<file path="src/core/rww_pkg.sv">
// Constants for the reset, sleep, wake-up and watchdog block.
// Assumes a 50 MHz system clock; times are given in their own unit.
package rww_pkg;

  // ==========================================
  // Clock and timing
  localparam int CLK_HZ = 50000000;
  localparam int RST_HOLD_US = 18000;
  localparam int LXT_HOLD_US = 500000;
  localparam int WAKE_US = 2000;
  localparam int OSC_SETTLE_CLKS = 32;
  localparam int ADC_WAKE_TAD = 15;
  localparam int WDT_PERIOD_US = 18000;
  localparam int RST_HOLD_CYC = RST_HOLD_US * (CLK_HZ / 1000000);
  localparam int LXT_HOLD_CYC = LXT_HOLD_US * (CLK_HZ / 1000000);
  localparam int WAKE_CYC = WAKE_US * (CLK_HZ / 1000000);
  localparam int WDT_TICK_CYC = WDT_PERIOD_US * (CLK_HZ / 1000000);
  localparam int CNT_W = 25;

  // ==========================================
  // Addresses, vectors, reset values
  localparam logic [10:0] PC_RESET = 11'h000;
  localparam logic [10:0] PC_IRQ_VEC = 11'h008;
  localparam int TCW_KEEP_BIT = 6;
  localparam logic [7:0] TCW_RESET = 8'h00;
  localparam int DIV_W = 8;

  // ==========================================
  // APB register map, byte addresses
  localparam logic [7:0] A_WDT_CTRL = 8'h00;
  localparam logic [7:0] A_WAKE_CTRL = 8'h04;
  localparam logic [7:0] A_STATUS = 8'h08;
  localparam logic [7:0] A_MODE = 8'h0C;
  // Watchdog control field positions
  localparam int F_WDT_ON = 7;
  localparam int F_DIV_ON = 5;
  localparam int F_DIV_SEL = 2;
  // Wake control field positions
  localparam int F_PC_WAKE = 2;
  localparam int F_ADC_WAKE = 1;
  localparam int F_LV_WAKE = 0;
  // Status field positions
  localparam int F_TO = 1;
  localparam int F_PD = 0;
  localparam int F_SLEEP = 2;
  localparam int F_HOLD = 3;

  typedef enum logic [2:0] {
    RWW_HOLD = 3'b000,
    RWW_RUN = 3'b001,
    RWW_SLEEP = 3'b010,
    RWW_WAKE = 3'b011,
    RWW_SETTLE = 3'b100
  } rww_state_t;

endpackage

</file>
<file path="src/core/rww_core.sv">
// Reset, sleep and wake-up sequencer with watchdog, behind an APB slave.
// Assumes pclk runs at 50 MHz; the reset pin and wake events are asynchronous.
//
// Register access over APB and the address map are this design's own decisions.
`timescale 1ns/1ns
module rww_core #(
  parameter int HOLD_CYC = rww_pkg::RST_HOLD_CYC,
  parameter int LXT_CYC = rww_pkg::LXT_HOLD_CYC,
  parameter int WAKE_DLY_CYC = rww_pkg::WAKE_CYC,
  parameter int WDT_CYC = rww_pkg::WDT_TICK_CYC
) (
  // APB
  input wire logic pclk,
  input wire logic presetn,
  input wire logic psel,
  input wire logic penable,
  input wire logic pwrite,
  input wire logic [7:0] paddr,
  input wire logic [31:0] pwdata,
  output logic [31:0] prdata,
  output logic pready,
  output logic pslverr,
  // External pins and events
  input wire logic reset_pin_n,
  input wire logic port_change,
  input wire logic conversion_done,
  input wire logic conversion_busy,
  input wire logic converter_clock_tick,
  input wire logic low_voltage,
  // Core instructions, one-cycle pulses
  input wire logic sleep_instr,
  input wire logic watchdog_clear_instr,
  input wire logic global_irq_on_instr,
  input wire logic global_irq_off_instr,
  // Core controls
  output logic core_reset,
  output logic osc_run,
  output logic timers_run,
  output logic pc_load,
  output logic [10:0] program_counter,
  output logic ports_input,
  output logic timer_control_clear
);

  // Watchdog restarts from zero while the core is held in reset

  // ==========================================
  // Synchronisers
  logic [1:0] pin_s_r, chg_s_r, done_s_r, lv_s_r, busy_s_r, tad_s_r;
  logic tad_d_r;
  always_ff @(posedge pclk or negedge presetn) begin
    if (!presetn) begin
      pin_s_r <= 2'b00;
      chg_s_r <= 2'b00;
      done_s_r <= 2'b00;
      lv_s_r <= 2'b00;
      busy_s_r <= 2'b00;
      tad_s_r <= 2'b00;
      tad_d_r <= 1'b0;
    end else begin
      pin_s_r <= {pin_s_r[0], reset_pin_n};
      chg_s_r <= {chg_s_r[0], port_change};
      done_s_r <= {done_s_r[0], conversion_done};
      lv_s_r <= {lv_s_r[0], low_voltage};
      busy_s_r <= {busy_s_r[0], conversion_busy};
      tad_s_r <= {tad_s_r[0], converter_clock_tick};
      tad_d_r <= tad_s_r[1];
    end
  end
  logic pin_low, tad_edge;
  assign pin_low = !pin_s_r[1];
  assign tad_edge = tad_s_r[1] && !tad_d_r;

  // ==========================================
  // Registers
  logic wdt_on_r, wdt_on_nxt;
  logic div_on_r, div_on_nxt;
  logic [2:0] div_sel_r, div_sel_nxt;
  logic pc_wake_en_r, pc_wake_en_nxt;
  logic adc_wake_en_r, adc_wake_en_nxt;
  logic lv_wake_en_r, lv_wake_en_nxt;
  logic lxt_r, lxt_nxt;
  logic xtal_r, xtal_nxt;
  logic gie_r, gie_nxt;
  logic to_r, to_nxt;
  logic pd_r, pd_nxt;
  logic [31:0] prdata_r, prdata_nxt;
  logic wdt_clear, wdt_timeout;
  rww_pkg::rww_state_t st_r, st_nxt;

  // Watchdog time-out is a one-cycle pulse in this domain already; the
  // synchronised pin is what gates the hold counter.
  rww_wdt #(
    .TICK_CYC(WDT_CYC)
  ) u_wdt (
    .pclk(pclk),
    .presetn(presetn),
    .enable(wdt_on_r),
    .clear(wdt_clear),
    .div_on(div_on_r),
    .div_sel(div_sel_r),
    .timeout(wdt_timeout)
  );

  logic apb_wr, apb_rd;
  assign apb_wr = psel && penable && pwrite;
  assign apb_rd = psel && !penable && !pwrite;

  always_comb begin
    wdt_on_nxt = wdt_on_r;
    div_on_nxt = div_on_r;
    div_sel_nxt = div_sel_r;
    pc_wake_en_nxt = pc_wake_en_r;
    adc_wake_en_nxt = adc_wake_en_r;
    lv_wake_en_nxt = lv_wake_en_r;
    lxt_nxt = lxt_r;
    xtal_nxt = xtal_r;
    gie_nxt = gie_r;
    prdata_nxt = prdata_r;
    if (apb_wr) begin
      unique case (paddr)
        rww_pkg::A_WDT_CTRL: begin
          wdt_on_nxt = pwdata[rww_pkg::F_WDT_ON];
          div_on_nxt = pwdata[rww_pkg::F_DIV_ON];
          div_sel_nxt = pwdata[rww_pkg::F_DIV_SEL +: 3];
        end
        rww_pkg::A_WAKE_CTRL: begin
          pc_wake_en_nxt = pwdata[rww_pkg::F_PC_WAKE];
          adc_wake_en_nxt = pwdata[rww_pkg::F_ADC_WAKE];
          lv_wake_en_nxt = pwdata[rww_pkg::F_LV_WAKE];
        end
        rww_pkg::A_MODE: begin
          lxt_nxt = pwdata[0];
          xtal_nxt = pwdata[1];
        end
        default: begin
        end
      endcase
    end
    if (apb_rd) begin
      prdata_nxt = 32'h0000_0000;
      unique case (paddr)
        rww_pkg::A_WDT_CTRL: begin
          prdata_nxt[rww_pkg::F_WDT_ON] = wdt_on_r;
          prdata_nxt[rww_pkg::F_DIV_ON] = div_on_r;
          prdata_nxt[rww_pkg::F_DIV_SEL +: 3] = div_sel_r;
        end
        rww_pkg::A_WAKE_CTRL: begin
          prdata_nxt[2:0] = {pc_wake_en_r, adc_wake_en_r, lv_wake_en_r};
        end
        rww_pkg::A_STATUS: begin
          prdata_nxt[rww_pkg::F_TO] = to_r;
          prdata_nxt[rww_pkg::F_PD] = pd_r;
          prdata_nxt[rww_pkg::F_SLEEP] = (st_r == rww_pkg::RWW_SLEEP);
          prdata_nxt[rww_pkg::F_HOLD] = (st_r == rww_pkg::RWW_HOLD);
        end
        rww_pkg::A_MODE: begin
          prdata_nxt[1:0] = {xtal_r, lxt_r};
        end
        default: begin
        end
      endcase
    end
    // Interrupt enable state of the core, as last set by its instructions
    if (global_irq_on_instr) begin
      gie_nxt = 1'b1;
    end else if (global_irq_off_instr) begin
      gie_nxt = 1'b0;
    end
  end

  // ==========================================
  // Sequencer
  logic [rww_pkg::CNT_W-1:0] cnt_r, cnt_nxt;
  logic [3:0] tad_cnt_r, tad_cnt_nxt;
  logic adc_wake_r, adc_wake_nxt;
  logic core_reset_nxt, osc_run_nxt, timers_run_nxt, pc_load_nxt, ports_in_nxt, tcw_clr_nxt;
  logic [10:0] pc_nxt;
  logic wdt_rst, pin_wake, evt_wake;
  logic [rww_pkg::CNT_W-1:0] hold_len, wake_len;

  assign wdt_rst = wdt_timeout && wdt_on_r;
  assign pin_wake = pin_low;
  assign evt_wake = (chg_s_r[1] && pc_wake_en_r) || (done_s_r[1] && adc_wake_en_r)
    || (lv_s_r[1] && lv_wake_en_r);
  // Clearing during the hold stops a stale count from firing just after release
  assign wdt_clear = watchdog_clear_instr || (sleep_instr && st_r == rww_pkg::RWW_RUN)
    || (st_r == rww_pkg::RWW_HOLD);
  assign hold_len = lxt_r ? rww_pkg::CNT_W'(LXT_CYC) : rww_pkg::CNT_W'(HOLD_CYC);
  // Crystal wakes need the start-up time before the settle count
  assign wake_len = lxt_r ? rww_pkg::CNT_W'(LXT_CYC)
    : (xtal_r ? rww_pkg::CNT_W'(WAKE_DLY_CYC) : rww_pkg::CNT_W'(1));

  always_comb begin
    st_nxt = st_r;
    cnt_nxt = cnt_r;
    tad_cnt_nxt = tad_cnt_r;
    adc_wake_nxt = adc_wake_r;
    to_nxt = to_r;
    pd_nxt = pd_r;
    core_reset_nxt = 1'b0;
    osc_run_nxt = 1'b1;
    timers_run_nxt = 1'b1;
    pc_load_nxt = 1'b0;
    pc_nxt = program_counter;
    ports_in_nxt = 1'b0;
    tcw_clr_nxt = 1'b0;
    unique case (st_r)
      rww_pkg::RWW_HOLD: begin
        core_reset_nxt = 1'b1;
        ports_in_nxt = 1'b1;
        tcw_clr_nxt = 1'b1;
        pc_nxt = rww_pkg::PC_RESET;
        timers_run_nxt = 1'b0;
        if (pin_low) begin
          cnt_nxt = '0;
        end else if (cnt_r >= hold_len - rww_pkg::CNT_W'(1)) begin
          st_nxt = rww_pkg::RWW_RUN;
          cnt_nxt = '0;
          pc_load_nxt = 1'b1;
        end else begin
          cnt_nxt = cnt_r + rww_pkg::CNT_W'(1);
        end
      end
      rww_pkg::RWW_RUN: begin
        if (watchdog_clear_instr) begin
          to_nxt = 1'b1;
          pd_nxt = 1'b1;
        end
        if (pin_low) begin
          st_nxt = rww_pkg::RWW_HOLD;
          cnt_nxt = '0;
        end else if (wdt_rst) begin
          st_nxt = rww_pkg::RWW_HOLD;
          to_nxt = 1'b0;
          cnt_nxt = '0;
        end else if (sleep_instr) begin
          st_nxt = rww_pkg::RWW_SLEEP;
          to_nxt = 1'b1;
          pd_nxt = 1'b0;
          osc_run_nxt = busy_s_r[1];
          timers_run_nxt = busy_s_r[1];
        end
      end
      rww_pkg::RWW_SLEEP: begin
        osc_run_nxt = busy_s_r[1];
        timers_run_nxt = busy_s_r[1];
        if (pin_wake) begin
          st_nxt = rww_pkg::RWW_HOLD;
          to_nxt = 1'b1;
          pd_nxt = 1'b0;
          cnt_nxt = '0;
        end else if (wdt_rst) begin
          st_nxt = rww_pkg::RWW_HOLD;
          to_nxt = 1'b0;
          pd_nxt = 1'b0;
          cnt_nxt = '0;
        end else if (evt_wake) begin
          st_nxt = rww_pkg::RWW_WAKE;
          to_nxt = 1'b1;
          pd_nxt = 1'b0;
          cnt_nxt = '0;
          tad_cnt_nxt = 4'h0;
          adc_wake_nxt = done_s_r[1] && adc_wake_en_r && !(chg_s_r[1] && pc_wake_en_r);
        end
      end
      rww_pkg::RWW_WAKE: begin
        // Conversion wakes first wait out the converter periods
        osc_run_nxt = 1'b1;
        timers_run_nxt = 1'b0;
        if (pin_low) begin
          st_nxt = rww_pkg::RWW_HOLD;
          cnt_nxt = '0;
        end else if (adc_wake_r && tad_cnt_r != 4'(rww_pkg::ADC_WAKE_TAD)) begin
          if (tad_edge) begin
            tad_cnt_nxt = tad_cnt_r + 4'h1;
          end
        end else if (cnt_r >= wake_len - rww_pkg::CNT_W'(1)) begin
          st_nxt = rww_pkg::RWW_SETTLE;
          cnt_nxt = '0;
        end else begin
          cnt_nxt = cnt_r + rww_pkg::CNT_W'(1);
        end
      end
      rww_pkg::RWW_SETTLE: begin
        timers_run_nxt = 1'b0;
        if (pin_low) begin
          st_nxt = rww_pkg::RWW_HOLD;
          cnt_nxt = '0;
        end else if (lxt_r || cnt_r == rww_pkg::CNT_W'(rww_pkg::OSC_SETTLE_CLKS - 1)) begin
          st_nxt = rww_pkg::RWW_RUN;
          cnt_nxt = '0;
          pc_load_nxt = gie_r;
          pc_nxt = gie_r ? rww_pkg::PC_IRQ_VEC : program_counter;
        end else begin
          cnt_nxt = cnt_r + rww_pkg::CNT_W'(1);
        end
      end
      default: begin
        st_nxt = rww_pkg::RWW_HOLD;
      end
    endcase
  end

  // software is expected to switch the watchdog off before event sleep
  always_ff @(posedge pclk or negedge presetn) begin
    if (!presetn) begin
      st_r <= rww_pkg::RWW_HOLD;
      cnt_r <= '0;
      tad_cnt_r <= 4'h0;
      adc_wake_r <= 1'b0;
      to_r <= 1'b1;
      pd_r <= 1'b1;
      wdt_on_r <= 1'b0;
      div_on_r <= 1'b0;
      div_sel_r <= 3'h0;
      pc_wake_en_r <= 1'b0;
      adc_wake_en_r <= 1'b0;
      lv_wake_en_r <= 1'b0;
      lxt_r <= 1'b0;
      xtal_r <= 1'b0;
      gie_r <= 1'b0;
      prdata_r <= 32'h0000_0000;
      core_reset <= 1'b1;
      osc_run <= 1'b1;
      timers_run <= 1'b0;
      pc_load <= 1'b0;
      program_counter <= rww_pkg::PC_RESET;
      ports_input <= 1'b1;
      timer_control_clear <= 1'b1;
    end else begin
      st_r <= st_nxt;
      cnt_r <= cnt_nxt;
      tad_cnt_r <= tad_cnt_nxt;
      adc_wake_r <= adc_wake_nxt;
      to_r <= to_nxt;
      pd_r <= pd_nxt;
      wdt_on_r <= wdt_on_nxt;
      div_on_r <= div_on_nxt;
      div_sel_r <= div_sel_nxt;
      pc_wake_en_r <= pc_wake_en_nxt;
      adc_wake_en_r <= adc_wake_en_nxt;
      lv_wake_en_r <= lv_wake_en_nxt;
      lxt_r <= lxt_nxt;
      xtal_r <= xtal_nxt;
      gie_r <= gie_nxt;
      prdata_r <= prdata_nxt;
      core_reset <= core_reset_nxt;
      osc_run <= osc_run_nxt;
      timers_run <= timers_run_nxt;
      pc_load <= pc_load_nxt;
      program_counter <= pc_nxt;
      ports_input <= ports_in_nxt;
      timer_control_clear <= tcw_clr_nxt;
    end
  end

  // Zero-wait slave: answers in the first access cycle
  assign prdata = prdata_r;
  assign pready = 1'b1;
  assign pslverr = 1'b0;

endmodule

</file>
<file path="src/core/rww_wdt.sv">
// Watchdog with its own 8-bit prescaler, one tick counter and a time-out flag.
// Assumes the caller holds clear high through the reset hold and supplies a clock that is never gated.
`timescale 1ns/1ns
module rww_wdt #(
  parameter int TICK_CYC = rww_pkg::WDT_TICK_CYC
) (
  // Clock and reset
  input wire logic pclk,
  input wire logic presetn,
  // Control
  input wire logic enable,
  input wire logic clear,
  input wire logic div_on,
  input wire logic [2:0] div_sel,
  // Event
  output logic timeout
);

  logic [rww_pkg::CNT_W-1:0] base_r, base_nxt;
  logic [rww_pkg::DIV_W-1:0] div_r, div_nxt;
  logic timeout_r, timeout_nxt;
  logic [rww_pkg::DIV_W-1:0] div_top;

  assign timeout = timeout_r;

  // ==========================================
  // Counting
  always_comb begin
    // Select field: 000 gives 1:2 up to 111 giving 1:256
    div_top = div_on ? rww_pkg::DIV_W'((9'h002 << div_sel) - 9'h001) : 8'h00;
    base_nxt = base_r;
    div_nxt = div_r;
    timeout_nxt = 1'b0;
    if (clear || !enable) begin
      base_nxt = '0;
      div_nxt = '0;
    end else if (base_r == rww_pkg::CNT_W'(TICK_CYC - 1)) begin
      base_nxt = '0;
      if (div_r == div_top) begin
        div_nxt = '0;
        timeout_nxt = 1'b1;
      end else begin
        div_nxt = div_r + 8'h01;
      end
    end else begin
      base_nxt = base_r + rww_pkg::CNT_W'(1);
    end
  end

  // Free-running: keeps counting while the core clock is stopped in sleep
  always_ff @(posedge pclk or negedge presetn) begin
    if (!presetn) begin
      base_r <= '0;
      div_r <= '0;
      timeout_r <= 1'b0;
    end else begin
      base_r <= base_nxt;
      div_r <= div_nxt;
      timeout_r <= timeout_nxt;
    end
  end

endmodule

</file>
<file path="config.mk">
export PLATFORM = sky130hd
export DESIGN_NAME = rww_core
export DESIGN_NICKNAME = d
export VERILOG_FILES = /design/src/core/rww_pkg.sv /design/src/core/rww_core.sv /design/src/core/rww_wdt.sv
export SDC_FILE = /design/constraint.sdc
export NUM_CORES = 1
export LEC_CHECK = 0
export BUFFER_PORTS_ARGS = -buffer_cell sky130_fd_sc_hd__buf_2
export CORE_ASPECT_RATIO = 0.6
export CORE_UTILIZATION = 55
export DETAILED_ROUTE_END_ITERATION = 8
export PLACE_DENSITY = 0.78
export SYNTH_ARGS = -nofsm -noshare
export SYNTH_HDL_FRONTEND = slang
export SYNTH_SLANG_ARGS = --single-unit
</file>
<file path="constraint.sdc">
create_clock -name pclk -period 7.5 [get_ports pclk]
set_input_delay 0.375 -clock pclk [delete_from_list [all_inputs] [get_ports pclk]]
set_output_delay 0.375 -clock pclk [all_outputs]
set_load 0.005 [all_outputs]
</file>
==> results of run 1 <==
-- logic make-up (layout without fill, tap and decap cells) --
family | count (synthesis) | in the layout
AO/OA/AOI/OAI | 113 | 113
XOR/XNOR | 45 | 45
adder cells (fa/ha/maj) | 33 | 33
buffers and inverters | 88 | 84
flip-flops | 105 | 105
multiplexers | 19 | 19
other | 2 | 41
AND/OR/NAND/NOR | 288 | 288
-- worst max path at each step --
stage	from	to	depth (start not counted)
floorplan	div_sel_r[1]$_DFFE_PN0P_	u_wdt.div_r[4]$_DFFE_PN0P_	11
global placement	lxt_r$_DFFE_PN0P_	cnt_r[18]$_DFFE_PN0P_	9
detailed placement	lxt_r$_DFFE_PN0P_	cnt_r[18]$_DFFE_PN0P_	9
CTS	lxt_r$_DFFE_PN0P_	cnt_r[18]$_DFFE_PN0P_	9
global route	lxt_r$_DFFE_PN0P_	cnt_r[18]$_DFFE_PN0P_	9
finish	lxt_r$_DFFE_PN0P_	cnt_r[18]$_DFFE_PN0P_	9
-- cell type report --
type,instances,share of cell area [%]
clock buffer,10,3.35
clock inverter,6,1.01
inverter,24,1.32
multi-input combinational,539,49.6
sequential,105,38.5
tap,160,2.93
timing repair buffer,44,3.30
-- layer usage --
metal  vias to the layer above  share of wire [%]
li1                       2468                  -
met1                      2447                 49
met2                       203                 43
met3                        18                6.7
met4                         0                1.2
met5                         -                  0
-- cell usage in the layout (no fill, tap or decap), types with 24 or more instances in the layout --
master / n
xor2_1: 26
a21oi_1: 27
nand4_1: 27
inv_1: 24
nand2_1: 62
nand3_1: 31
conb_1: 41
buf_2: 42
nor2_1: 74
o21ai_0: 28
ha_1: 33
dfrtp_1: 101
-- sequential cells by signal, summed over array words and instances, names as in the netlist, 3 cells and up --
signal	flops
u_wdt.div_r	8
cnt_r	25
u_wdt.base_r	25
div_sel_r	3
tad_cnt_r	4
prdata	7
st_r	3
-- where the power goes --
| group | switching, mW | internal, mW | leakage [nW] |
|---|---|---|---|
| Clock | 0.216 | 0.259 | 0.131 |
| Sequential | 0.00731 | 0.572 | 1.42 |
| Combinational | 0.0368 | 0.0172 | 1.54 |
| Total | 0.260 | 0.849 | 3.09 |
-- metrics by stage --
step | instances | power (mW) | area, µm² | hold WS, ns
after floorplan | 732 | 0.630 | 6520 | 0.0794
after global placement | 872 | 0.641 | 6540 | 0.337
after detailed placement | 872 | 0.644 | 6540 | 0.347
after CTS | 888 | 1.12 | 6830 | 0.0141
after global routing | 888 | 1.15 | 6830 | 0.0254
final | 888 | 1.11 | 6830 | -0.0186
==> results.toml, run 1 <==
[yosys]
synth_mux_area_share_pct = 3.20
syn_area_um2 = 6370
synth_xor_area_share_pct = 6.19
ys.flop_type = "dfrtp_1"
synth-edff-count = 0
ys.warnings.count = 0
yosysTopAreaCell = "dfrtp_1"
synth_compound_area_share_pct = 12.0
synthDistinctLibCells = 72
yosys.area_share.adder_pct = 6.48
synthTopCellsByArea = "dfrtp_1 (40%), ha_1 (6.5%), buf_4 (4.6%), nor2_1 (4.4%), nand2_1 (3.7%)"
yosys.area_share.simple_pct = 22.9
netlist_instances = 693
avgSynthCellArea_um2 = 9.19
synthArstFlopShare_pct = 100
seq_area_frac_synth_pct = 41.3
synth_commonest_cells = "dfrtp_1 (101), nor2_1 (74), nand2_1 (62)"
ys_ff_latch = 105
synth.most_common_cell = "dfrtp_1"
netlist.area_leader.share_pct = 39.7
synth_top_family_by_area = "simple AND/OR/NAND/NOR gates"

[timing]
setup_viol = 0
maxSlewViolCount = 0
fin_hold_ws_ns = -0.0186
layout_setup_ws_ns = 3.86
setup_tns_ns = 0
timing.final.crit_share_pct = 48.5
max_freq_ghz = 0.275
layout_min_cycle_time_ns = 3.64
skew_ns = 0.00475
relSlewSlack_pct = 24.1
worst_slew_pin_slew_ns = 1.13
hold_violations = 18
rsz0062_at_grt = "false"

[cells_and_area]
fillCellCount = 930
seqCellArea_um2 = 2630
post-route-util_pct = 60.5
area_growth_pct = 7.29
n_antenna_cell = 0
multiInputGateArea_um2 = 3390
fin_nets = 811
drive_gt1_share_pct = 12.2

[pwr]
max-vdd-ir-drop_v = 0.000119
powerDensity_nw_per_um2 = 162
p_leak_nw = 3.09

[clocking]
clockBufferDepth = 2
numCtsBuffers = 9
cts_max_level = 3
root_buffer = "clkbuf_16"
ctsHoldBuffers = 0
cts_sinks = 105
clk_latency_ns = 0.36
cts_setup_buffers = 0
cts-resized-gates = 0
clk_pin_slew_ns = 0.07
cts_tree = "done"

[critical_path]
critPathArrivalTime_ns = 3.87
criticalPathCategory = "reg -> reg"
cp-start-kind = "register"
cp_slowest_cell = "dfrtp_1"
r2r-end = "cnt_r[18]$_DFFE_PN0P_"
path_cells = "inv_1 -> ha_1 -> nand4_1 -> or3_1 -> nor4_1 -> o311ai_1 -> a22oi_2 -> and2_4 -> o21ai_0"
r2r_slack_ns = 3.86
cp_top_family = "simple AND/OR/NAND/NOR gates"
rr_worst_depth = 9
rr_startpoint = "lxt_r$_DFFE_PN0P_"
critPathMaxStageDelay_ns = 0.56
crit_path_end_kind = "register"
worst_ep_required_time_ns = 7.73
critPathMaxFanout = 21
crit_buf_inv = 1

[routing]
first_iter_violations = 496
drt-vias-per-instance = 5.78
wirelength_um = 14000
vias = 5136
drt_pass1_iterations = 5
drc = 0
wl_per_cell_um = 15.8
ant_nets = 0

[grt]
grt_pass1_vias = 4685
overflow = 0
grt_pass1_wl_um = 23100
grt_use_total_pct = 24.6
busiest_layer = "met2"
grtUsageMet1_pct = 35.9
grt_max_degree = 67
use_met2_pct = 36.3
antenna_found_initial = 0
use_met3_pct = 5.76

[floorplan]
die_height_um = 85.4
io_pins = 106
dieArea_um2 = 12000
die_w_um = 141
num_rows = 30
core_um2 = 11300
initial_utilization_pct = 56.4

[place]
dp_hpwl_um = 10200
pre_cts_ws_ns = 3.93
portBuffers = 43
place_congestion = 0.903

[flow_run]
drv_cap = 0

[min_path]
min_path_type = "in -> async"

[outcome]
violations = "hold timing"
status = "finished, violations left"
Note: power is estimated with default switching activity, not from simulation.
==> inputs of run 2 (changes only) <==
--- a/config.mk
+++ b/config.mk
@@ -7,9 +7,9 @@
 export LEC_CHECK = 0
 export BUFFER_PORTS_ARGS = -buffer_cell sky130_fd_sc_hd__buf_2
 export CORE_ASPECT_RATIO = 0.6
-export CORE_UTILIZATION = 55
+export CORE_UTILIZATION = 52
 export DETAILED_ROUTE_END_ITERATION = 8
-export PLACE_DENSITY = 0.78
+export PLACE_DENSITY = 0.77
 export SYNTH_ARGS = -nofsm -noshare
 export SYNTH_HDL_FRONTEND = slang
 export SYNTH_SLANG_ARGS = --single-unit
==> constraint.sdc (replaced) <==
create_clock -name pclk -period 2.96 [get_ports pclk]
set_input_delay 0.148 -clock pclk [delete_from_list [all_inputs] [get_ports pclk]]
set_output_delay 0.148 -clock pclk [all_outputs]
set_load 0.005 [all_outputs]
==> results.toml, run 2 (synthesized netlist as in run 1, its figures left out) <==
[clocking]
clk_latency_ns = 0.35
cts_sinks = 105
clockBufferDepth = 2
numCtsBuffers = 9
clk_pin_slew_ns = 0.08
cts_max_level = 3
cts_tree = "done"
root_buffer = "clkbuf_16"

[critical_path]
crit_buf_inv = 2
crit_path_end_kind = "register"
cp-start-kind = "register"
cp_slowest_cell = "or4_1"
path_cells = "or4_1 -> or4_4 -> o21ai_4 -> o311ai_1 -> buf_4 -> a22oi_2 -> buf_4 -> a2bb2oi_1 -> o41ai_2"
r2r_slack_ns = 0.06
worst_ep_required_time_ns = 3.19
critPathArrivalTime_ns = 3.13
critPathMaxFanout = 4
critPathMaxStageDelay_ns = 0.58
cp_top_family = "simple AND/OR/NAND/NOR gates"
criticalPathCategory = "reg -> reg"
cpMostUsedCell = "buf_4"

[flow_run]
drv_cap = 0

[pwr]
seq_power_share_pct = 49.6
swShare_pct = 23.0
max-vdd-ir-drop_v = 0.000339
intPower_mw = 2.27
p_comb_share_pct = 6.4
p_leak_nw = 3.43
clockPowerShare_pct = 44.0
powerDensity_nw_per_um2 = 394
net-switching-power_uw = 677

[floorplan]
initial_utilization_pct = 54.9
dieArea_um2 = 12700
core_um2 = 11600
num_rows = 30
die_w_um = 145
die_height_um = 87.7
io_pins = 106

[timing]
layout_setup_ws_ns = 0.0611
setup_viol = 0
rsz0062_at_grt = "false"
setup_tns_ns = 0
max_freq_ghz = 0.345
maxSlewViolCount = 0
skew_ns = 0.0117
layout_min_cycle_time_ns = 2.90
worst_slew_pin_slew_ns = 0.821
timing.final.crit_share_pct = 97.9
relSlewSlack_pct = 45.3
hold_violations = 0
fin_hold_ws_ns = 0.0268

[cells_and_area]
n_antenna_cell = 0
area_growth_pct = 17.3
drive_gt1_share_pct = 20.8
largest_registers = "cnt_r x25, u_wdt.base_r x25, u_wdt.div_r x8"
layout_common_cells = "dfrtp_1 (100), nor2_1 (74), nand2_1 (62)"
fin_nets = 870
final_common_cell = "dfrtp_1"

[grt]
grt_pass1_vias = 5187
grt_use_total_pct = 25.9
grt_max_degree = 65
antenna_found_initial = 0
overflow = 0
grt_pass1_wl_um = 25400

[routing]
ant_nets = 0
wirelength_um = 15900
drc = 0
drt_pass1_iterations = 6
vias = 5593
first_iter_violations = 383
drt-vias-per-instance = 5.91
wl_per_cell_um = 16.8

[place]
dp_hpwl_um = 11300
portBuffers = 43
pre_cts_ws_ns = -0.0486
place_congestion = 0.892

[outcome]
status = "finished, final reports clean"

[min_path]
min_path_type = "in -> reg"
-- run 2: area by class of cell --
class                   count  area [µm²]
well taps                 160         200
flip-flops and latches    105        2630
inverters                  24        92.6
clock buffers              10         229
fillers                   929        4130
multi-input cells         540        3540
clock inverters             6        90.1
repair buffers            102         684
-- run 2: power groups by stage --
stage / Clock [mW] / Sequential [mW] / Combinational [mW]
final: 1.29 / 1.46 / 0.189
after detailed placement: 0 / 1.49 / 0.161
after CTS: 1.31 / 1.46 / 0.173
after global routing: 1.36 / 1.46 / 0.213
after floorplan: 0 / 1.49 / 0.112
after global placement: 0 / 1.49 / 0.154
-- run 2: per-stage QoR --
step | total power, mW | std cells | instance area (µm²) | util, %
6_report | 2.95 | 947 | 7470 | 64.4
5_1_grt | 3.04 | 947 | 7470 | 64.4
4_1_cts | 2.94 | 943 | 7300 | 63.0
3_5_place_dp | 1.65 | 919 | 6890 | 59.4
3_3_place_gp | 1.64 | 919 | 6890 | 59.4
2_1_floorplan | 1.60 | 732 | 6520 | -
-- run 2: final timing paths --
kind	startpoint	endpoint	depth (start not counted)
setup / recovery	cnt_r[16]$_DFFE_PN0P_	cnt_r[14]$_DFFE_PN0P_	9
setup reg to reg	cnt_r[16]$_DFFE_PN0P_	cnt_r[14]$_DFFE_PN0P_	9
min in group asynchronous	presetn	u_wdt.base_r[11]$_DFF_PN0_	2
hold / removal	pwdata[5]	div_on_r$_DFFE_PN0P_	2
max in group asynchronous	presetn	cnt_r[21]$_DFFE_PN0P_	3
hold reg to reg	pin_s_r[0]$_DFF_PN0_	pin_s_r[1]$_DFF_PN0_	0
-- run 2: layer usage --
layer	up-vias	track usage, %	part of all wire (%)
li1	2574	-	-
met1	2727	37.8	47
met2	263	40.1	44
met3	29	4.87	7.9
met4	0	5.84	1.4
met5	-	0	0
-- run 2: what timing repair did --
item,CTS,global route
setup buffers,0,3
cloned,0,1
hold endpoints to repair,65,0
resized for setup,4,27
setup endpoints to repair,5,31
hold buffers,8,0
pin swaps,0,8
==> inputs of run 3 (changes only) <==
--- a/config.mk
+++ b/config.mk
@@ -7,9 +7,10 @@
 export LEC_CHECK = 0
 export BUFFER_PORTS_ARGS = -buffer_cell sky130_fd_sc_hd__buf_2
 export CORE_ASPECT_RATIO = 0.6
-export CORE_UTILIZATION = 52
+export CORE_UTILIZATION = 53
+export CTS_BUF_LIST = sky130_fd_sc_hd__clkbuf_4 sky130_fd_sc_hd__clkbuf_8
 export DETAILED_ROUTE_END_ITERATION = 8
-export PLACE_DENSITY = 0.77
+export PLACE_DENSITY = 0.79
 export SYNTH_ARGS = -nofsm -noshare
 export SYNTH_HDL_FRONTEND = slang
 export SYNTH_SLANG_ARGS = --single-unit
==> results.toml, run 3 (synthesized netlist as in run 1, its figures left out) <==
[critical_path]
path_cells = "buf_4 -> or2_4 -> inv_1 -> ha_1 -> nand3_1 -> a211oi_2 -> o31ai_2 -> a22oi_2 -> buf_4 -> or3_1 -> o21ai_1"
criticalPathCategory = "reg -> reg"
cp_top_family = "compound AO/OA/AOI/OAI gates"
crit_path_end_kind = "register"
cp-start-kind = "register"
cpMostUsedCell = "buf_4"
r2r-end = "cnt_r[18]$_DFFE_PN0P_"
critPathMaxStageDelay_ns = 0.44
crit_buf_inv = 3
cp_slowest_cell = "dfrtp_1"
rr_startpoint = "lxt_r$_DFFE_PN0P_"
r2r_slack_ns = -0.05
critPathMaxFanout = 7
rr_worst_depth = 11
worst_ep_required_time_ns = 3.26
critPathArrivalTime_ns = 3.31

[pwr]
net-switching-power_uw = 660
max-vdd-ir-drop_v = 0.000246
p_comb_share_pct = 7.6
powerDensity_nw_per_um2 = 342
p_leak_nw = 3.37
seq_power_share_pct = 57.9
clockPowerShare_pct = 34.5
intPower_mw = 1.86
swShare_pct = 26.2

[place]
portBuffers = 43
placed_cells = 912
dpl_cell_area_um2 = 6850
place_congestion = 0.915
dp_hpwl_um = 11100

[routing]
drt_pass1_iterations = 5
drt-vias-per-instance = 5.87
wirelength_um = 15700
wl_per_cell_um = 16.7
drc = 0
vias = 5528
first_iter_violations = 492
ant_nets = 0

[timing]
maxSlewViolCount = 0
timing.final.crit_share_pct = 102
layout_setup_ws_ns = -0.0523
max_freq_ghz = 0.332
hold_violations = 0
layout_min_cycle_time_ns = 3.01
worst_slew_pin_slew_ns = 0.747
relSlewSlack_pct = 49.7
fin_hold_ws_ns = 0.0117
setup_viol = 2
skew_ns = 0.0141

[clocking]
cts_max_level = 3
cts_sinks = 105
clk_pin_slew_ns = 0.11
cts_tree = "done"
numCtsBuffers = 9
root_buffer = "clkbuf_8"
clk_latency_ns = 0.39
clockBufferDepth = 2

[floorplan]
io_pins = 106
dieArea_um2 = 12500
num_rows = 30
die_height_um = 86.9
core_um2 = 11500
die_w_um = 144
initial_utilization_pct = 55.4

[min_path]
min_path_type = "in -> reg"
min_from = "pwdata[2]"
hold_end = "pc_wake_en_r$_DFFE_PN0P_"
hold_depth = 2

[flow_run]
drv_cap = 0

[grt]
grt_max_degree = 106
grt_pass1_wl_um = 24800
antenna_found_initial = 0
overflow = 0
grt_use_total_pct = 25.7
grt_pass1_vias = 5022

[cells_and_area]
drive_gt1_share_pct = 20.3
area_growth_pct = 15.8
final_cells = 942
largest_registers = "cnt_r x25, u_wdt.base_r x25, u_wdt.div_r x8"
design_area_um2 = 7370
layout_common_cells = "dfrtp_1 (101), nor2_1 (74), nand2_1 (62)"
fin_nets = 865
final_common_cell = "dfrtp_1"
n_antenna_cell = 0

[outcome]
violations = "setup timing"
status = "finished, violations left"
run 3: how the worst max path moves through the flow:
stage | startpoint | end | cells after the start
4_1_cts | div_sel_r[2]$_DFFE_PN0P_ | u_wdt.div_r[4]$_DFFE_PN0P_ | 10
3_5_place_dp | lxt_r$_DFFE_PN0P_ | cnt_r[18]$_DFFE_PN0P_ | 10
6_report | lxt_r$_DFFE_PN0P_ | cnt_r[18]$_DFFE_PN0P_ | 11
5_1_grt | lxt_r$_DFFE_PN0P_ | cnt_r[14]$_DFFE_PN0P_ | 10
3_3_place_gp | lxt_r$_DFFE_PN0P_ | cnt_r[14]$_DFFE_PN0P_ | 9
2_1_floorplan | div_sel_r[1]$_DFFE_PN0P_ | u_wdt.div_r[4]$_DFFE_PN0P_ | 11
run 3: metrics by stage:
step | TNS (ns) | setup WS [ns] | total power, mW | util, %
final | -0.0948 | -0.0523 | 2.52 | 64.2
after global routing | -0.438 | -0.117 | 2.62 | 64.2
after detailed placement | -0.610 | -0.178 | 1.65 | 59.6
after CTS | 0 | 0.0228 | 2.52 | 62.4
after global placement | 0 | 0.0344 | 1.64 | 59.6
after floorplan | 0 | 0.155 | 1.60 | -
run 3: area by class of cell:
cell class / count / area [µm²]
Sequential cell: 105 / 2630
Clock buffer: 10 / 138
Multi-Input combinational cell: 540 / 3600
Clock inverter: 6 / 48.8
Fill cell: 951 / 4110
Tap cell: 160 / 200
Timing Repair Buffer: 97 / 663
Inverter: 24 / 92.6
run 3: timing repair:
action,in CTS,in global routing
hold endpoints to repair,111,0
hold buffers,11,0
pin swaps,2,9
resized for setup,4,32
endpoints found under the setup margin,13,35
gates cloned,1,0
buffers inserted,0,2
run 3: routing by layer:
metal	GRT usage, %	up-vias	wire length, µm
met2	38.5	267	6920
met3	5.00	20	1250
li1	-	2568	-
met5	0	-	0
met1	37.7	2673	7360
met4	7.25	0	197
run 3: worst reg2reg max path, cell delays in order, from the launching register on:
cell and delay [ns]:
dfrtp_1 0.44, buf_4 0.16, or2_4 0.27, inv_1 0.19, ha_1 0.29, nand3_1 0.18
a211oi_2 0.07, o31ai_2 0.41, a22oi_2 0.25, buf_4 0.22, or3_1 0.35, o21ai_1 0.10
run 3: power groups by stage:
stage	combinational [mW]	clock, mW	sequential (mW)
finish	0.192	0.870	1.46
global route	0.215	0.939	1.46
CTS	0.172	0.887	1.46
detailed placement	0.158	0	1.49
global placement	0.151	0	1.49
floorplan	0.112	0	1.49
